===== config.mk =====
export PLATFORM = sky130hd
export DESIGN_NAME = udp_register_access_cmd
export DESIGN_NICKNAME = d
export VERILOG_FILES = /design/src/pkg/udp_register_access_pkg.sv /design/src/rtl/udp_register_access_cmd.sv
export VERILOG_INCLUDE_DIRS = /design/src /design/src/pkg
export SDC_FILE = /design/constraint.sdc
export NUM_CORES = 1
export LEC_CHECK = 0
export ABC_AREA = 1
export BUFFER_PORTS_ARGS = -buffer_cell sky130_fd_sc_hd__buf_4
export CAP_MARGIN = 20
export CORE_MARGIN = 2
export CORE_UTILIZATION = 55
export CTS_BUF_LIST = sky130_fd_sc_hd__clkbuf_16
export DETAILED_ROUTE_END_ITERATION = 8
export HOLD_SLACK_MARGIN = 0.05
export PLACE_DENSITY = 0.85
export SLEW_MARGIN = 10
export SYNTH_ARGS = -nofsm -noshare
export SYNTH_HDL_FRONTEND = slang
export SYNTH_SLANG_ARGS = --single-unit

===== constraint.sdc =====
create_clock -name core_clk -period 32.6 [get_ports core_clk]
set_input_delay 3.26 -clock core_clk [delete_from_list [all_inputs] [get_ports core_clk]]
set_output_delay 3.26 -clock core_clk [all_outputs]
set_load 0.005 [all_outputs]

===== src/pkg/udp_register_access_consts.svh =====
// constants for the remote register protocol command interpreter
// assumes inclusion by the testbench and the interpreter module only
`ifndef UDP_REGISTER_ACCESS_CONSTS_SVH
`define UDP_REGISTER_ACCESS_CONSTS_SVH

// udp port that carries command packets (decimal 27181)
`define RRP_UDP_PORT      16'h6a2d

// command word fields
`define CMD_WRITE_BIT     15
`define CMD_ADDR_BIT      14
`define CMD_INFO_BIT      13
`define CMD_SPACE_HI      12
`define CMD_SPACE_LO      10
`define CMD_SIZE_HI       9
`define CMD_SIZE_LO       8
`define CMD_INC_BIT       7
`define CMD_COUNT_HI      6
`define CMD_COUNT_LO      0

// element size codes
`define SIZE_8            2'h0
`define SIZE_16           2'h1
`define SIZE_32           2'h2
`define SIZE_64           2'h3

// register offsets
`define REG_STATUS        8'h00
`define REG_CLEAR         8'h04
`define REG_ENABLE        8'h08
`define REG_DEBUG         8'h0c

// status bit positions
`define ST_ZERO_COUNT     0
`define ST_BAD_INFO       1
`define ST_TRUNCATED      2
`define ST_PACKET_DONE    3

// reset values
`define RST_STATUS        4'h0
`define RST_ENABLE        4'h0
`define RST_POINTER       16'h0000

`endif


===== src/pkg/udp_register_access_pkg.sv =====
// types shared by the remote register protocol command interpreter
// assumes the constants header is on the include path
package udp_register_access_pkg;

  typedef enum logic [3:0] {
    S_CMD_LO = 4'b0000,
    S_CMD_HI = 4'b0001,
    S_ADR_LO = 4'b0010,
    S_ADR_HI = 4'b0011,
    S_DATA   = 4'b0100,
    S_MEM    = 4'b0101,
    S_RDWAIT = 4'b0110,
    S_SEND   = 4'b0111,
    S_STEP   = 4'b1000,
    S_SKIP   = 4'b1001
  } state_e;

  typedef struct packed {
    state_e          state;
    logic [15:0]     cmd;
    logic [15:0]     addr;
    logic [6:0]      left;
    logic [2:0]      bidx;
    logic [63:0]     data;
    logic            pkt_end;
    logic [7:0][15:0] ptr;
    logic [7:0][15:0] iptr;
    logic [3:0]      status;
    logic [3:0]      irq_en;
    logic [15:0]     reply_port;
    logic            mem_req;
    logic            tx_done;
    logic [31:0]     rdata;
    logic            irq;
  } cmd_state_s;

endpackage


===== src/rtl/udp_register_access_cmd.sv =====
// command interpreter for the remote register protocol carried in udp payloads
// assumes a byte stream of udp payload on core_clk and a memory port that answers reads
//
// Behaviour
// - command word is 16 bits: write, address, info, space, size, increment, count
// - direction bit one means write, zero means read
// - address bit one: next 16-bit word loads the space pointer before transfer
// - address bit zero: transfer starts at the space's current pointer
// - each space keeps its own pointer, untouched by other spaces
// - info bit zero selects the space, one selects its info area
// - 3-bit space field selects one of eight spaces
// - size code 00/01/10/11 gives 8/16/32/64-bit elements
// - increment bit advances pointer by element bytes, else pointer stays fixed
// - 7-bit count gives element number, 1 to 127
// - count of zero is an error
// - every address is a byte address whatever the element size
// - words, addresses and data travel least significant byte first
// - commands arrive on udp port 27181, replies go to the source port
// - info areas allow only 16-bit reads
//
// Local design decisions: the strobed register port and the address map.
`timescale 1ns/100ps
`include "udp_register_access_consts.svh"

module udp_register_access_cmd
  import udp_register_access_pkg::*;
(
  // clock and reset
  input  wire logic        core_clk,
  input  wire logic        reset,
  // received payload stream
  input  wire logic        rx_valid,
  input  wire logic [7:0]  rx_data,
  input  wire logic        rx_last,
  input  wire logic [15:0] rx_dst_port,
  input  wire logic [15:0] rx_src_port,
  output logic             rx_ready,
  // reply payload stream
  output logic             tx_valid,
  output logic [7:0]       tx_data,
  input  wire logic        tx_ready,
  output logic             tx_done,
  output logic [15:0]      reply_port,
  // memory space port
  output logic             mem_req,
  output logic             mem_we,
  output logic             mem_info,
  output logic [2:0]       mem_space,
  output logic [1:0]       mem_size,
  output logic [15:0]      mem_addr,
  output logic [63:0]      mem_wdata,
  input  wire logic        mem_rvalid,
  input  wire logic [63:0] mem_rdata,
  // register port
  input  wire logic [7:0]  reg_addr,
  input  wire logic [31:0] reg_wdata,
  input  wire logic        reg_wr,
  input  wire logic        reg_rd,
  output logic [31:0]      reg_rdata,
  output logic             irq
);

  cmd_state_s st;
  cmd_state_s next_st;

  logic        port_ok;
  logic        take;
  logic        rx_fire;
  logic [15:0] cmdw;
  logic [2:0]  bmax;
  logic [2:0]  sp;
  logic        elem_done;
  logic        cmd_end;
  logic [15:0] next_addr;
  logic [3:0]  ev;
  logic [3:0]  clr;

  assign port_ok  = (rx_dst_port == `RRP_UDP_PORT);
  assign take     = (st.state == S_CMD_LO || st.state == S_CMD_HI || st.state == S_ADR_LO ||
                     st.state == S_ADR_HI || st.state == S_DATA || st.state == S_SKIP) &&
                    !st.pkt_end;
  // foreign ports are swallowed so they never stall the stream
  assign rx_ready = port_ok ? take : 1'b1;
  assign rx_fire  = rx_valid && port_ok && take;
  assign cmdw     = {rx_data, st.cmd[7:0]};
  assign sp       = st.cmd[`CMD_SPACE_HI:`CMD_SPACE_LO];
  assign bmax     = 3'((4'h1 << st.cmd[`CMD_SIZE_HI:`CMD_SIZE_LO]) - 4'h1);

  assign tx_valid   = (st.state == S_SEND);
  assign tx_data    = st.data[7:0];
  assign tx_done    = st.tx_done;
  assign reply_port = st.reply_port;
  assign mem_req    = st.mem_req;
  assign mem_we     = st.cmd[`CMD_WRITE_BIT];
  assign mem_info   = st.cmd[`CMD_INFO_BIT];
  assign mem_space  = sp;
  assign mem_size   = st.cmd[`CMD_SIZE_HI:`CMD_SIZE_LO];
  assign mem_addr   = st.addr;
  assign mem_wdata  = st.data;
  assign reg_rdata  = st.rdata;
  assign irq        = st.irq;

  always_comb begin
    next_st         = st;
    next_st.mem_req = 1'b0;
    next_st.tx_done = 1'b0;
    next_st.rdata   = 32'h0000_0000;
    elem_done       = 1'b0;
    cmd_end         = 1'b0;
    ev              = 4'h0;
    clr             = 4'h0;
    next_addr       = st.addr + (st.cmd[`CMD_INC_BIT] ? 16'(bmax) + 16'h0001 : 16'h0000);

    if (rx_fire) begin
      next_st.reply_port = rx_src_port;
      if (rx_last) begin
        next_st.pkt_end = 1'b1;
      end
    end

    case (st.state)
      S_CMD_LO: begin
        if (st.pkt_end) begin
          next_st.pkt_end = 1'b0;
          next_st.tx_done = 1'b1;
          ev[`ST_PACKET_DONE] = 1'b1;
        end else if (rx_fire) begin
          next_st.cmd[7:0] = rx_data;
          next_st.state = S_CMD_HI;
        end
      end
      S_CMD_HI: begin
        if (st.pkt_end) begin
          ev[`ST_TRUNCATED] = 1'b1;
          next_st.state = S_CMD_LO;
        end else if (rx_fire) begin
          next_st.cmd  = cmdw;
          next_st.left = cmdw[`CMD_COUNT_HI:`CMD_COUNT_LO];
          next_st.bidx = 3'h0;
          if (cmdw[`CMD_COUNT_HI:`CMD_COUNT_LO] == 7'h00) begin
            // stream alignment is lost after a zero count, so the packet is dropped
            ev[`ST_ZERO_COUNT] = 1'b1;
            next_st.state = S_SKIP;
          end else if (cmdw[`CMD_INFO_BIT] &&
                       (cmdw[`CMD_WRITE_BIT] || cmdw[`CMD_SIZE_HI:`CMD_SIZE_LO] != `SIZE_16)) begin
            ev[`ST_BAD_INFO] = 1'b1;
            next_st.state = S_SKIP;
          end else if (cmdw[`CMD_ADDR_BIT]) begin
            next_st.state = S_ADR_LO;
          end else begin
            next_st.addr = cmdw[`CMD_INFO_BIT] ? st.iptr[cmdw[12:10]] : st.ptr[cmdw[12:10]];
            next_st.state = cmdw[`CMD_WRITE_BIT] ? S_DATA : S_MEM;
          end
        end
      end
      S_ADR_LO: begin
        if (st.pkt_end) begin
          ev[`ST_TRUNCATED] = 1'b1;
          next_st.state = S_CMD_LO;
        end else if (rx_fire) begin
          next_st.addr[7:0] = rx_data;
          next_st.state = S_ADR_HI;
        end
      end
      S_ADR_HI: begin
        if (st.pkt_end) begin
          ev[`ST_TRUNCATED] = 1'b1;
          next_st.state = S_CMD_LO;
        end else if (rx_fire) begin
          next_st.addr[15:8] = rx_data;
          next_st.state = st.cmd[`CMD_WRITE_BIT] ? S_DATA : S_MEM;
        end
      end
      S_DATA: begin
        if (st.pkt_end) begin
          ev[`ST_TRUNCATED] = 1'b1;
          next_st.state = S_CMD_LO;
        end else if (rx_fire) begin
          next_st.data[{st.bidx, 3'b000} +: 8] = rx_data;
          if (st.bidx == bmax) begin
            next_st.bidx = 3'h0;
            next_st.state = S_MEM;
          end else begin
            next_st.bidx = st.bidx + 3'h1;
          end
        end
      end
      S_MEM: begin
        next_st.mem_req = 1'b1;
        next_st.state = st.cmd[`CMD_WRITE_BIT] ? S_STEP : S_RDWAIT;
      end
      S_RDWAIT: begin
        if (mem_rvalid) begin
          next_st.data = mem_rdata;
          next_st.state = S_SEND;
        end
      end
      S_SEND: begin
        if (tx_ready) begin
          next_st.data = {8'h00, st.data[63:8]};
          if (st.bidx == bmax) begin
            next_st.bidx = 3'h0;
            next_st.state = S_STEP;
          end else begin
            next_st.bidx = st.bidx + 3'h1;
          end
        end
      end
      S_STEP: begin
        elem_done = 1'b1;
        next_st.addr = next_addr;
        if (st.left == 7'h01) begin
          cmd_end = 1'b1;
          next_st.state = S_CMD_LO;
          if (st.cmd[`CMD_INFO_BIT]) begin
            next_st.iptr[sp] = next_addr;
          end else begin
            next_st.ptr[sp] = next_addr;
          end
        end else begin
          next_st.left = st.left - 7'h01;
          next_st.state = st.cmd[`CMD_WRITE_BIT] ? S_DATA : S_MEM;
        end
      end
      S_SKIP: begin
        if (st.pkt_end) begin
          next_st.state = S_CMD_LO;
        end
      end
      default: begin
        next_st.state = S_CMD_LO;
      end
    endcase

    if (reg_wr && reg_addr == `REG_CLEAR) begin
      clr = reg_wdata[3:0];
    end
    if (reg_wr && reg_addr == `REG_ENABLE) begin
      next_st.irq_en = reg_wdata[3:0];
    end
    // a new event beats a clear in the same cycle
    next_st.status = (st.status & ~clr) | ev;
    next_st.irq    = |(next_st.status & next_st.irq_en);

    if (reg_rd) begin
      case (reg_addr)
        `REG_STATUS: next_st.rdata = {28'h000_0000, st.status};
        `REG_ENABLE: next_st.rdata = {28'h000_0000, st.irq_en};
        `REG_DEBUG:  next_st.rdata = {12'h000, st.state, st.cmd};
        default:     next_st.rdata = 32'h0000_0000;
      endcase
    end
  end

  always_ff @(posedge core_clk or posedge reset) begin
    if (reset) begin
      st <= '{state: S_CMD_LO, status: `RST_STATUS, irq_en: `RST_ENABLE,
              ptr: {8{`RST_POINTER}}, iptr: {8{`RST_POINTER}}, default: '0};
    end else begin
      st <= next_st;
    end
  end

  a_zero_count: assert property (@(posedge core_clk) disable iff (reset)
    (st.state == S_CMD_HI && rx_fire && st.cmd[`CMD_COUNT_HI:`CMD_COUNT_LO] == 7'h00) |=>
    st.status[`ST_ZERO_COUNT])
    else $error("zero count not flagged");
  a_zero_nomove: assert property (@(posedge core_clk) disable iff (reset)
    (st.state == S_CMD_HI && rx_fire && st.cmd[`CMD_COUNT_HI:`CMD_COUNT_LO] == 7'h00) |=>
    (st.state == S_SKIP && !st.mem_req && $stable(st.ptr)))
    else $error("zero count caused a transfer");
  a_dir_bit: assert property (@(posedge core_clk) disable iff (reset)
    mem_req |-> (mem_we == (st.state == S_STEP && st.cmd[15])) || (!mem_we && st.state == S_RDWAIT))
    else $error("direction does not match command");
  a_addr_load: assert property (@(posedge core_clk) disable iff (reset)
    (st.state == S_ADR_HI && rx_fire) |=> st.addr == {$past(rx_data), $past(st.addr[7:0])})
    else $error("address word not loaded");
  a_ptr_reuse: assert property (@(posedge core_clk) disable iff (reset)
    (st.state == S_CMD_HI && rx_fire && !rx_data[6] && !rx_data[5] &&
     st.cmd[`CMD_COUNT_HI:`CMD_COUNT_LO] != 7'h00)
    |=> st.addr == $past(st.ptr[rx_data[4:2]]))
    else $error("current pointer not reused");
  a_ptr_isolate: assert property (@(posedge core_clk) disable iff (reset)
    !cmd_end |=> $stable(st.ptr) && $stable(st.iptr))
    else $error("pointer changed outside command end");
  a_space_sel: assert property (@(posedge core_clk) disable iff (reset)
    mem_req |-> mem_space == st.cmd[12:10] && mem_info == st.cmd[13])
    else $error("wrong space selected");
  a_addr_step: assert property (@(posedge core_clk) disable iff (reset)
    (elem_done && st.left != 7'h01) |=>
    st.addr == $past(st.addr) + ($past(st.cmd[7]) ? 16'(bmax) + 16'h0001 : 16'h0000))
    else $error("pointer step wrong");
  a_info_read: assert property (@(posedge core_clk) disable iff (reset)
    (mem_req && mem_info) |-> !mem_we && mem_size == `SIZE_16)
    else $error("illegal info access");
  a_port_filter: assert property (@(posedge core_clk) disable iff (reset)
    (rx_valid && !port_ok) |-> rx_ready && !rx_fire)
    else $error("foreign byte stalled or taken");
  a_byte_order: assert property (@(posedge core_clk) disable iff (reset)
    (st.state == S_RDWAIT && mem_rvalid) |=> tx_valid && tx_data == $past(mem_rdata[7:0]))
    else $error("reply not low byte first");

endmodule

After elaboration in Yosys (flattened, before gate mapping). Index checks and enable logic that the tools add are counted.

Add/sub/neg operators: 6. $lt $le $gt $ge: 3. Eq/ne operators: 39. Shift operators: 3. Mux-type cells: 71. Bitwise gates (word level): 7. Reductions and logical operators: 34.

Operators with widths (number): $bwmux 128 (2); $mux 67 (3); $pmux 64 s3 (1); $mux 16 (7); $bmux 16 s3 (2); $mux 4 (20); $bwmux 64 (1); $mux 64 (1); $shift 8x8->64 const A (1); $shiftx 8x8->64 (1); $pmux 20 s3 (1); $demux 16 s3 (1); $pmux 8 s3 (2); $mux 46 (1); $pmux 4 s10 (1); $mux 34 (1); $ne 2x2->1 const B (16); $mux 20 (1); $add 16x4->16 (1); $eq 16x15->1 const B (1); $eq 4x3->1 const B (4); $eq 8x4->1 const B (2); $mux 8 (2); $pmux 8 s2 (1); 42 further kinds (89).

Bits in registers: 426. Input port bits: 152. Output and inout bits: 148. Logic and storage cells: 195.

Logic depth before layout (Yosys ltp). Gate-level depths: netlist (run 1).

Depth in word-level cells: 14. Mapped depth: 18. Mapped depth without buffers: 17.

Worst setup path before layout (run 1). OpenSTA, ideal clock, no wires.

Path kind: input port to output port. From: in rx_dst_port[5]. To: out rx_ready. Data arrival time: 3.713 ns. Required time: 29.340 ns. Setup slack: 25.627 ns. Stages: 7. Buffers on the path: 0. Cells stage by stage: inv_1 > nor2_1 > nand2_1 > nor2_1 > nand2_1 > inv_1 > nand2_1.

Cells in the longest elaborated chain, start to end: 2.

RTL lines: from (decl) (RTL line udp_register_access_cmd.sv:35) `input wire logic [15:0] rx_dst_port,`; $eq 16x15->1 (no line); $mux 1 (RTL line udp_register_access_cmd.sv:83) `assign rx_ready = port_ok ? take : 1'b1;`; to (decl) (RTL line udp_register_access_cmd.sv:37) `output logic rx_ready,`.

No other way between the ends.

Worst setup path in the final report (run 1).
From: in rx_dst_port[1]. To: out rx_ready.

Same word-level chain as after synthesis.

==> reports/metrics.cfg, run 1 <==
[outcome]
result_of_the_run = complete, no violations

[clock_tree]
number_of_sinks_on_the_clock_net = 414
cts_buffer_depth = 3
path_clk_slew_ps = 60
clkLatencyLatePin_ps = 560
cts-htree-levels = 2
postCtsResizedCells = 0
hold_buffers = 0
tritoncts = yes
clk_root_buffer_cell = clkbuf_16
postCtsSetupRepairBufs = 0
cts_buffers = 42

[floorplan]
initial_utilization_pct = 55.7
die_y_um = 202
die_width_um = 202
die_area_sq_um = 40900
core.rowCount = 72
core_sq_um = 38700
i_o_pin_total = 300

[worst_setup_path]
cpMaxStageDelayCell = nor2_1
crit_path_end_kind = output port
delay_of_the_slowest_cell_on_the_worst_path_ps = 230
arrival_ps = 4190
regToRegSetupSlack_ps = 29110
r2r_end = mem_wdata[53]$_DFFE_PP0P_
setup.worst_path.start_class = input pin
startpoint_of_the_worst_slack_reg_to_reg_timing_path = st[423]$_DFFE_PP0P_
timing.critical_path.fanout_max = 2
worstPathRequired_ps = 29340
worst-r2r-cell-count = 11
setup.worst_path.class = input pin to output port
timing.critical_path.cells = buf_4 -> inv_1 -> nand4_1 -> nor2_1 -> nand2_1 -> inv_1 -> nand2_1 -> buf_4

[placed_design]
globalplace.congestion = 0.931
port-buffer-count = 259
dpl-instance-area_sq_um = 22800
post-dp-hpwl_um = 40000

[grt]
number_of_global_route_vias_before_repair = 19300
globalRoute.totalOverflow = 0
initial_antenna_violation_count = 0
pin_count_of_the_biggest_net_entering_global_routing = 172
grt_pass1_wl_um = 99900
overall_routing_resource_usage_pct = 30.4

[finish]
layout.nets = 3071
layout-area-overhead-vs-synth_pct = 11.7
insertedDiodeCount = 0
postLayoutCoreUtil_pct = 62.3
final_layout_size_suffix_gt1_share_pct = 13.0
post_layout_instance_area_sq_um = 24100

[logic_synthesis]
synthMostInstantiatedCell = nand2_1
netlist-cell-type-count = 39
synth_seq_area_share_pct = 48.0
synthDominantAreaCellType = dfrtp_1
yosys_register_bits = 414
leading_cell_types_by_total_area_after_synthesis = dfrtp_1, nand2_1, o21ai_0
post_synth_instance_area_sq_um = 21600
synth_largest_type_area_fraction_pct = 48.0
synthTopCellsByCount = nand2_1, dfrtp_1, o21ai_0, nand3_1, buf_4
syn_avg_cell_area_sq_um = 7.55
number_of_instances_in_the_synthesized_netlist = 2860
post_synth_edffs = 0
asyncSetResetFlopFracSynth_pct = 100
most_common_flop_cell_mapped_by_yosys = dfrtp_1
yosysWarnings = 0

[sta]
tightest_slew_ps = 1140
finClkSkew_ps = 22.5
slew_viol_final = 0
rsz0062_at_grt = false
setup_viol = 0
setup-tns-final_ps = 0
holdWs_ps = 471
post-route-period-util_pct = 22.8
maxSlewHeadroom_pct = 24.2
fin_hold_viols = 0
min_period_ps = 7450
fmax_mhz = 134

[detailed_routing]
routed_wire_length_per_instance_um = 18.2
finalWirelength_um = 62900
route.vias.total = 20000
drc = 0
postRouteAntennaNets = 0
avgViaCountPerCell = 5.80
dr.first_iter.drc_count = 2420
detail_route.first_pass.iterations = 7

[worst_hold_path]
hold_path.startpoint = reply_port[15]$_DFFE_PP0N_
timing.hold.worst_path_depth = 2
min_delay_worst_type = register to register
whs_endpoint = reply_port[15]$_DFFE_PP0N_

[power]
max-vdd-ir-drop_v = 0.0000339
power.density_cell_area_nw_per_um2 = 53.8
leakagePower_nw = 11.6

[run]
maxCapViolations = 0

==> worst max-delay path, delay by kind of cell <==
kind / cells / cell delay (ps)
buffers and inverters: 4 / 450
AND/OR/NAND/NOR: 4 / 480
==> layer usage <==
metal,track usage [%],share of wire (%)
met2,50.1,47
met1,38.6,38
met5,0,0
met4,16.0,5.3
met3,5.21,9.8
==> cell families after synthesis <==
group / Yosys count / synth area share [%]
AOI/OAI and AO/OA: 422 / 10.7
other: 1 / 0.0174
xor gates and xnor gates: 9 / 0.365
DFF: 414 / 48.0
buffers and inverters: 449 / 10.4
adders and majority gates: 10 / 0.614
and+or+nand+nor: 1555 / 29.9
==> layout by cell type (no fill, tap or decap), types with 5 or more instances in the layout <==
cell type | Yosys | layout
nand3b_1 | 6 | 6
nor2_4 | 3 | 5
inv_1 | 141 | 152
or2_2 | 10 | 10
xor2_1 | 5 | 5
nand3_1 | 313 | 313
nor3_1 | 15 | 15
nand4_1 | 20 | 20
clkinv_2 | 0 | 8
inv_2 | 3 | 5
o221ai_1 | 8 | 8
clkbuf_16 | 0 | 42
a21oi_1 | 21 | 21
o21ai_0 | 325 | 325
dfrtp_1 | 414 | 414
o22ai_1 | 6 | 6
nor2_1 | 80 | 79
ha_1 | 9 | 9
nor2_2 | 6 | 5
o211ai_1 | 53 | 53
conb_1 | 1 | 12
buf_4 | 143 | 284
nand2_1 | 1089 | 1089
clkinv_1 | 11 | 16
==> stage by stage <==
step | total power, mW | cells | worst slack, ps
final | 1.30 | 3459 | 25150
after detailed placement | 0.846 | 3382 | 25150
after CTS | 1.30 | 3458 | 25150
after global routing | 1.35 | 3459 | 25100
after global placement | 0.839 | 3379 | 25190
after floorplan | 0.770 | 2871 | 17820
==> area by class of cell <==
cell class,instances,area (sq um)
Multi-Input combinational cell,2008,9040
Fill cell,3213,14600
Clock inverter,34,220
Inverter,155,589
Clock buffer,42,1050
Sequential cell,414,10400
Timing Repair Buffer,288,2210
Tap cell,518,648
==> registers in the layout, summed over array words and instances, names as in the netlist <==
signal,cells
mem_wdata,64
mem_space,3
mem_we,1
cmdw,8
tx_done,1
mem_req,1
reply_port,16
reg_rdata,20
mem_size,2
st,280
mem_addr,16
irq,1
mem_info,1
==> worst max-delay path by stage <==
| stage | from | to | cells after the start | slack (ps) |
|---|---|---|---|---|
| global placement | rx_dst_port[1] | rx_ready | 8 | 25190 |
| finish | rx_dst_port[1] | rx_ready | 8 | 25150 |
| CTS | rx_dst_port[1] | rx_ready | 8 | 25150 |
| floorplan | reset | cmdw[0]$_DFFE_PP0P_ | 1 | 17820 |
| global route | rx_dst_port[12] | rx_ready | 8 | 25100 |
| detailed placement | rx_dst_port[1] | rx_ready | 8 | 25150 |
==> power breakdown <==
group | total (mW) | internal, mW | switching (mW) | leakage [nW]
clock | 0.454 | 0.251 | 0.204 | 0.672
sequential | 0.581 | 0.547 | 0.0342 | 5.67
combinational | 0.264 | 0.0954 | 0.168 | 5.29
Power figures use the tool's default switching activity.
==> run 2: changes to the inputs <==
- ABC_AREA: 1 -> 0
- clock period: 32.6 -> 7.7 ns (I/O delays scaled with it)
==> reports/metrics.cfg, run 2 <==
[floorplan]
core.rowCount = 71  ; was 72
die_width_um = 200  ; was 202 um
i_o_pin_total = 300  ; unchanged
die_y_um = 200  ; was 202 um
initial_utilization_pct = 55.8  ; was 55.7%
die_area_sq_um = 39800  ; was 40,900 sq um
core_sq_um = 37700  ; was 38,700 sq um

[sta]
layout_setup_ws_ps = 4020  ; was 25,150 ps
finClkSkew_ps = 7.86  ; was 22.5 ps
setup_viol = 0  ; unchanged
maxSlewHeadroom_pct = 29.5  ; was 24.2%
tightest_slew_ps = 1060  ; was 1140 ps
slew_viol_final = 0  ; unchanged
post-route-period-util_pct = 47.7
fin_hold_viols = 0  ; unchanged
fmax_mhz = 272
rsz0062_at_grt = false  ; unchanged
min_period_ps = 3680
setup-tns-final_ps = 0  ; unchanged

[worst_hold_path]
min_delay_worst_type = input pin to asynchronous set/reset pin  ; was register to register

[worst_setup_path]
worstPathRequired_ps = 8120  ; was 29,340 ps
setup.worst_path.class = register to register  ; was input pin to output port
crit_end = mem_addr[1]$_DFFE_PP0P_  ; was rx_ready
setup.worst_path.start_class = register  ; was input pin
startpoint_of_the_worst_slack_reg_to_reg_timing_path = st[423]$_DFFE_PP0P_  ; unchanged
r2r_end = mem_addr[1]$_DFFE_PP0P_  ; was mem_wdata[53]$_DFFE_PP0P_
regToRegSetupSlack_ps = 4020  ; was 29,110 ps
worst-r2r-cell-count = 7  ; was 11
timing.critical_path.from = st[423]$_DFFE_PP0P_  ; was rx_dst_port[1]
timing.critical_path.fanout_max = 33  ; was 2
crit_path_end_kind = register  ; was output port
arrival_ps = 4100  ; was 4190 ps

[logic_synthesis]
yosys_register_bits = 414  ; unchanged
asyncSetResetFlopFracSynth_pct = 100  ; unchanged
synth_largest_type_area_fraction_pct = 49.3  ; was 48.0%
synthMostInstantiatedCell = dfrtp_1  ; was nand2_1
leading_cell_types_by_total_area_after_synthesis = dfrtp_1, mux4_2, buf_4  ; was dfrtp_1, nand2_1, o21ai_0
yosysWarnings = 0  ; unchanged
number_of_instances_in_the_synthesized_netlist = 2032  ; was 2,860
synth_seq_area_share_pct = 49.3  ; was 48.0%
most_common_flop_cell_mapped_by_yosys = dfrtp_1  ; unchanged
netlist-cell-type-count = 87  ; was 39
synthTopCellsByCount = dfrtp_1, nand2_1, nor2_1, o21ai_0, buf_4  ; was nand2_1, dfrtp_1, o21ai_0, nand3_1, buf_4
post_synth_instance_area_sq_um = 21000  ; was 21,600 sq um
synthDominantAreaCellType = dfrtp_1  ; unchanged
syn_avg_cell_area_sq_um = 10.4  ; was 7.55 sq um
post_synth_edffs = 0  ; unchanged

[finish]
fillers = 2804  ; was 3,213
most_used_cells_in_the_layout_excluding_fill_and_tap_cells = dfrtp_1, buf_4, nand2_1, nor2_1, o21ai_0  ; was nand2_1, dfrtp_1, o21ai_0, nand3_1, buf_4
insertedDiodeCount = 0  ; unchanged
layout-area-overhead-vs-synth_pct = 12.2  ; was 11.7%
final_layout_size_suffix_gt1_share_pct = 24.6  ; was 13.0%
multi_input_area_sq_um = 8990  ; was 9040 sq um
layout.nets = 2250  ; was 3,071
largest_reg_flops = 280  ; unchanged
register_area_sq_um = 10400  ; unchanged
final_cells = 2625  ; was 3,459
final_common_cell = dfrtp_1  ; was nand2_1
regMostFlops = st  ; unchanged

[power]
power.density_cell_area_nw_per_um2 = 179  ; was 53.8 nW/um^2
leakagePower_nw = 11.0  ; was 11.6 nW
max-vdd-ir-drop_v = 0.000124  ; was 0.0000339 V

[outcome]
result_of_the_run = complete, no violations  ; unchanged

[grt]
grt_pass1_wl_um = 87300  ; was 99,900 um
initial_antenna_violation_count = 0  ; unchanged
number_of_global_route_vias_before_repair = 16300  ; was 19,300
overall_routing_resource_usage_pct = 28.2  ; was 30.4%
pin_count_of_the_biggest_net_entering_global_routing = 197  ; was 172
globalRoute.totalOverflow = 0  ; unchanged

[detailed_routing]
routed_wire_length_per_instance_um = 21.7  ; was 18.2 um
postRouteAntennaNets = 0  ; unchanged
dr.first_iter.drc_count = 1526  ; was 2,420
drc = 0  ; unchanged
avgViaCountPerCell = 6.29  ; was 5.80
detail_route.first_pass.iterations = 6  ; was 7
route.vias.total = 16500  ; was 20,000
finalWirelength_um = 57000  ; was 62,900 um

[clock_tree]
postCtsResizedCells = 0  ; unchanged
cts_buffers = 41  ; was 42
path_clk_slew_ps = 60  ; about the same
hold_buffers = 0  ; unchanged
clkLatencyLatePin_ps = 540  ; was 560 ps
cts_buffer_depth = 3  ; unchanged
clk_root_buffer_cell = clkbuf_16  ; unchanged
tritoncts = yes  ; unchanged
cts-htree-levels = 2  ; unchanged
number_of_sinks_on_the_clock_net = 414  ; unchanged
postCtsSetupRepairBufs = 0  ; unchanged

[placed_design]
dp.cells = 2545  ; was 3,382
post-dp-hpwl_um = 36700  ; was 40,000 um
pre_cts_ws_ps = 3800  ; was 25,150 ps
globalplace.congestion = 0.883  ; was 0.931
port-buffer-count = 259  ; unchanged

[run]
maxCapViolations = 0  ; unchanged

run 2: changes by cell type after synthesis, moves of 34 or more:
cell and change:
nor2_1 +131, a22oi_1 +58, o211ai_1 -48, inv_1 -123, clkbuf_1 -34, o21ai_0 -123
a31oi_1 +62, nand2_1 -860, mux2_2 +63, a21oi_1 +108, mux4_2 +64, nand3_1 -297
run 2: layer usage:
| layer | track usage [%] | vias up | wire length [um] | part of all wire (%) |
|---|---|---|---|---|
| met5 | 0 | - | 0 | 0 |
| met4 | 15.6 | 0 | 2810 | 4.9 |
| met3 | 5.33 | 201 | 5420 | 9.5 |
| met2 | 47.8 | 937 | 28100 | 49 |
| met1 | 34.1 | 8187 | 20700 | 36 |
| li1 | - | 7199 | - | - |
run 2: cells by family after synthesis:
| logic type | Yosys count | share of synthesized area [%] |
|---|---|---|
| buffers and inverters | 312 | 8.58 |
| AND/OR/NAND/NOR | 569 | 12.5 |
| XOR/XNOR | 18 | 0.750 |
| AO/OA/AOI/OAI | 550 | 16.5 |
| adder cells (fa/ha/maj) | 11 | 0.678 |
| multiplexers | 157 | 11.7 |
| other | 1 | 0.0178 |
| flip-flops | 414 | 49.3 |
run 2: cell type report:
cell class	instances	share of cell area (%)
Timing Repair Buffer	295	9.81
Multi-Input combinational cell	1317	38.1
Sequential cell	414	43.9
Inverter	19	0.318
Clock inverter	28	0.837
Tap cell	511	2.71
Clock buffer	41	4.35
run 2: power by group:
part | switching [mW] | internal, mW
combinational | 0.103 | 0.0641
clock | 0.815 | 1.06
sequential | 0.00112 | 2.18
total | 0.919 | 3.30
run 2: how the worst min path moves through the flow:
stage	cells past startpoint	slack, ps	endpoint
5_1_grt	3	430	reply_port[3]$_DFFE_PP0N_
3_5_place_dp	2	460	reply_port[15]$_DFFE_PP0N_
4_1_cts	2	410	mem_req$_DFF_PP0_
6_report	2	400	mem_req$_DFF_PP0_
3_3_place_gp	2	450	reply_port[2]$_DFFE_PP0N_
2_1_floorplan	2	440	reply_port[0]$_DFFE_PP0N_
run 2: critical path, cell delays in order, from the launching register on:
cell and delay (ps):
dfrtp_1 690, nand2b_1 370, a211oi_4 470, o211ai_4 90, buf_4 320, o211ai_1 430, nor2b_1 760, mux2_2 410
run 2: stage by stage:
step	power (mW)	hold WS [ps]	instance area, sq um	utilization (%)
after floorplan	2.31	440	21100	-
after global placement	2.38	454	22100	58.8
after detailed placement	2.39	457	22200	58.9
after CTS	4.24	409	23400	62.1
after global routing	4.35	431	23600	62.7
final	4.22	399	23600	62.7
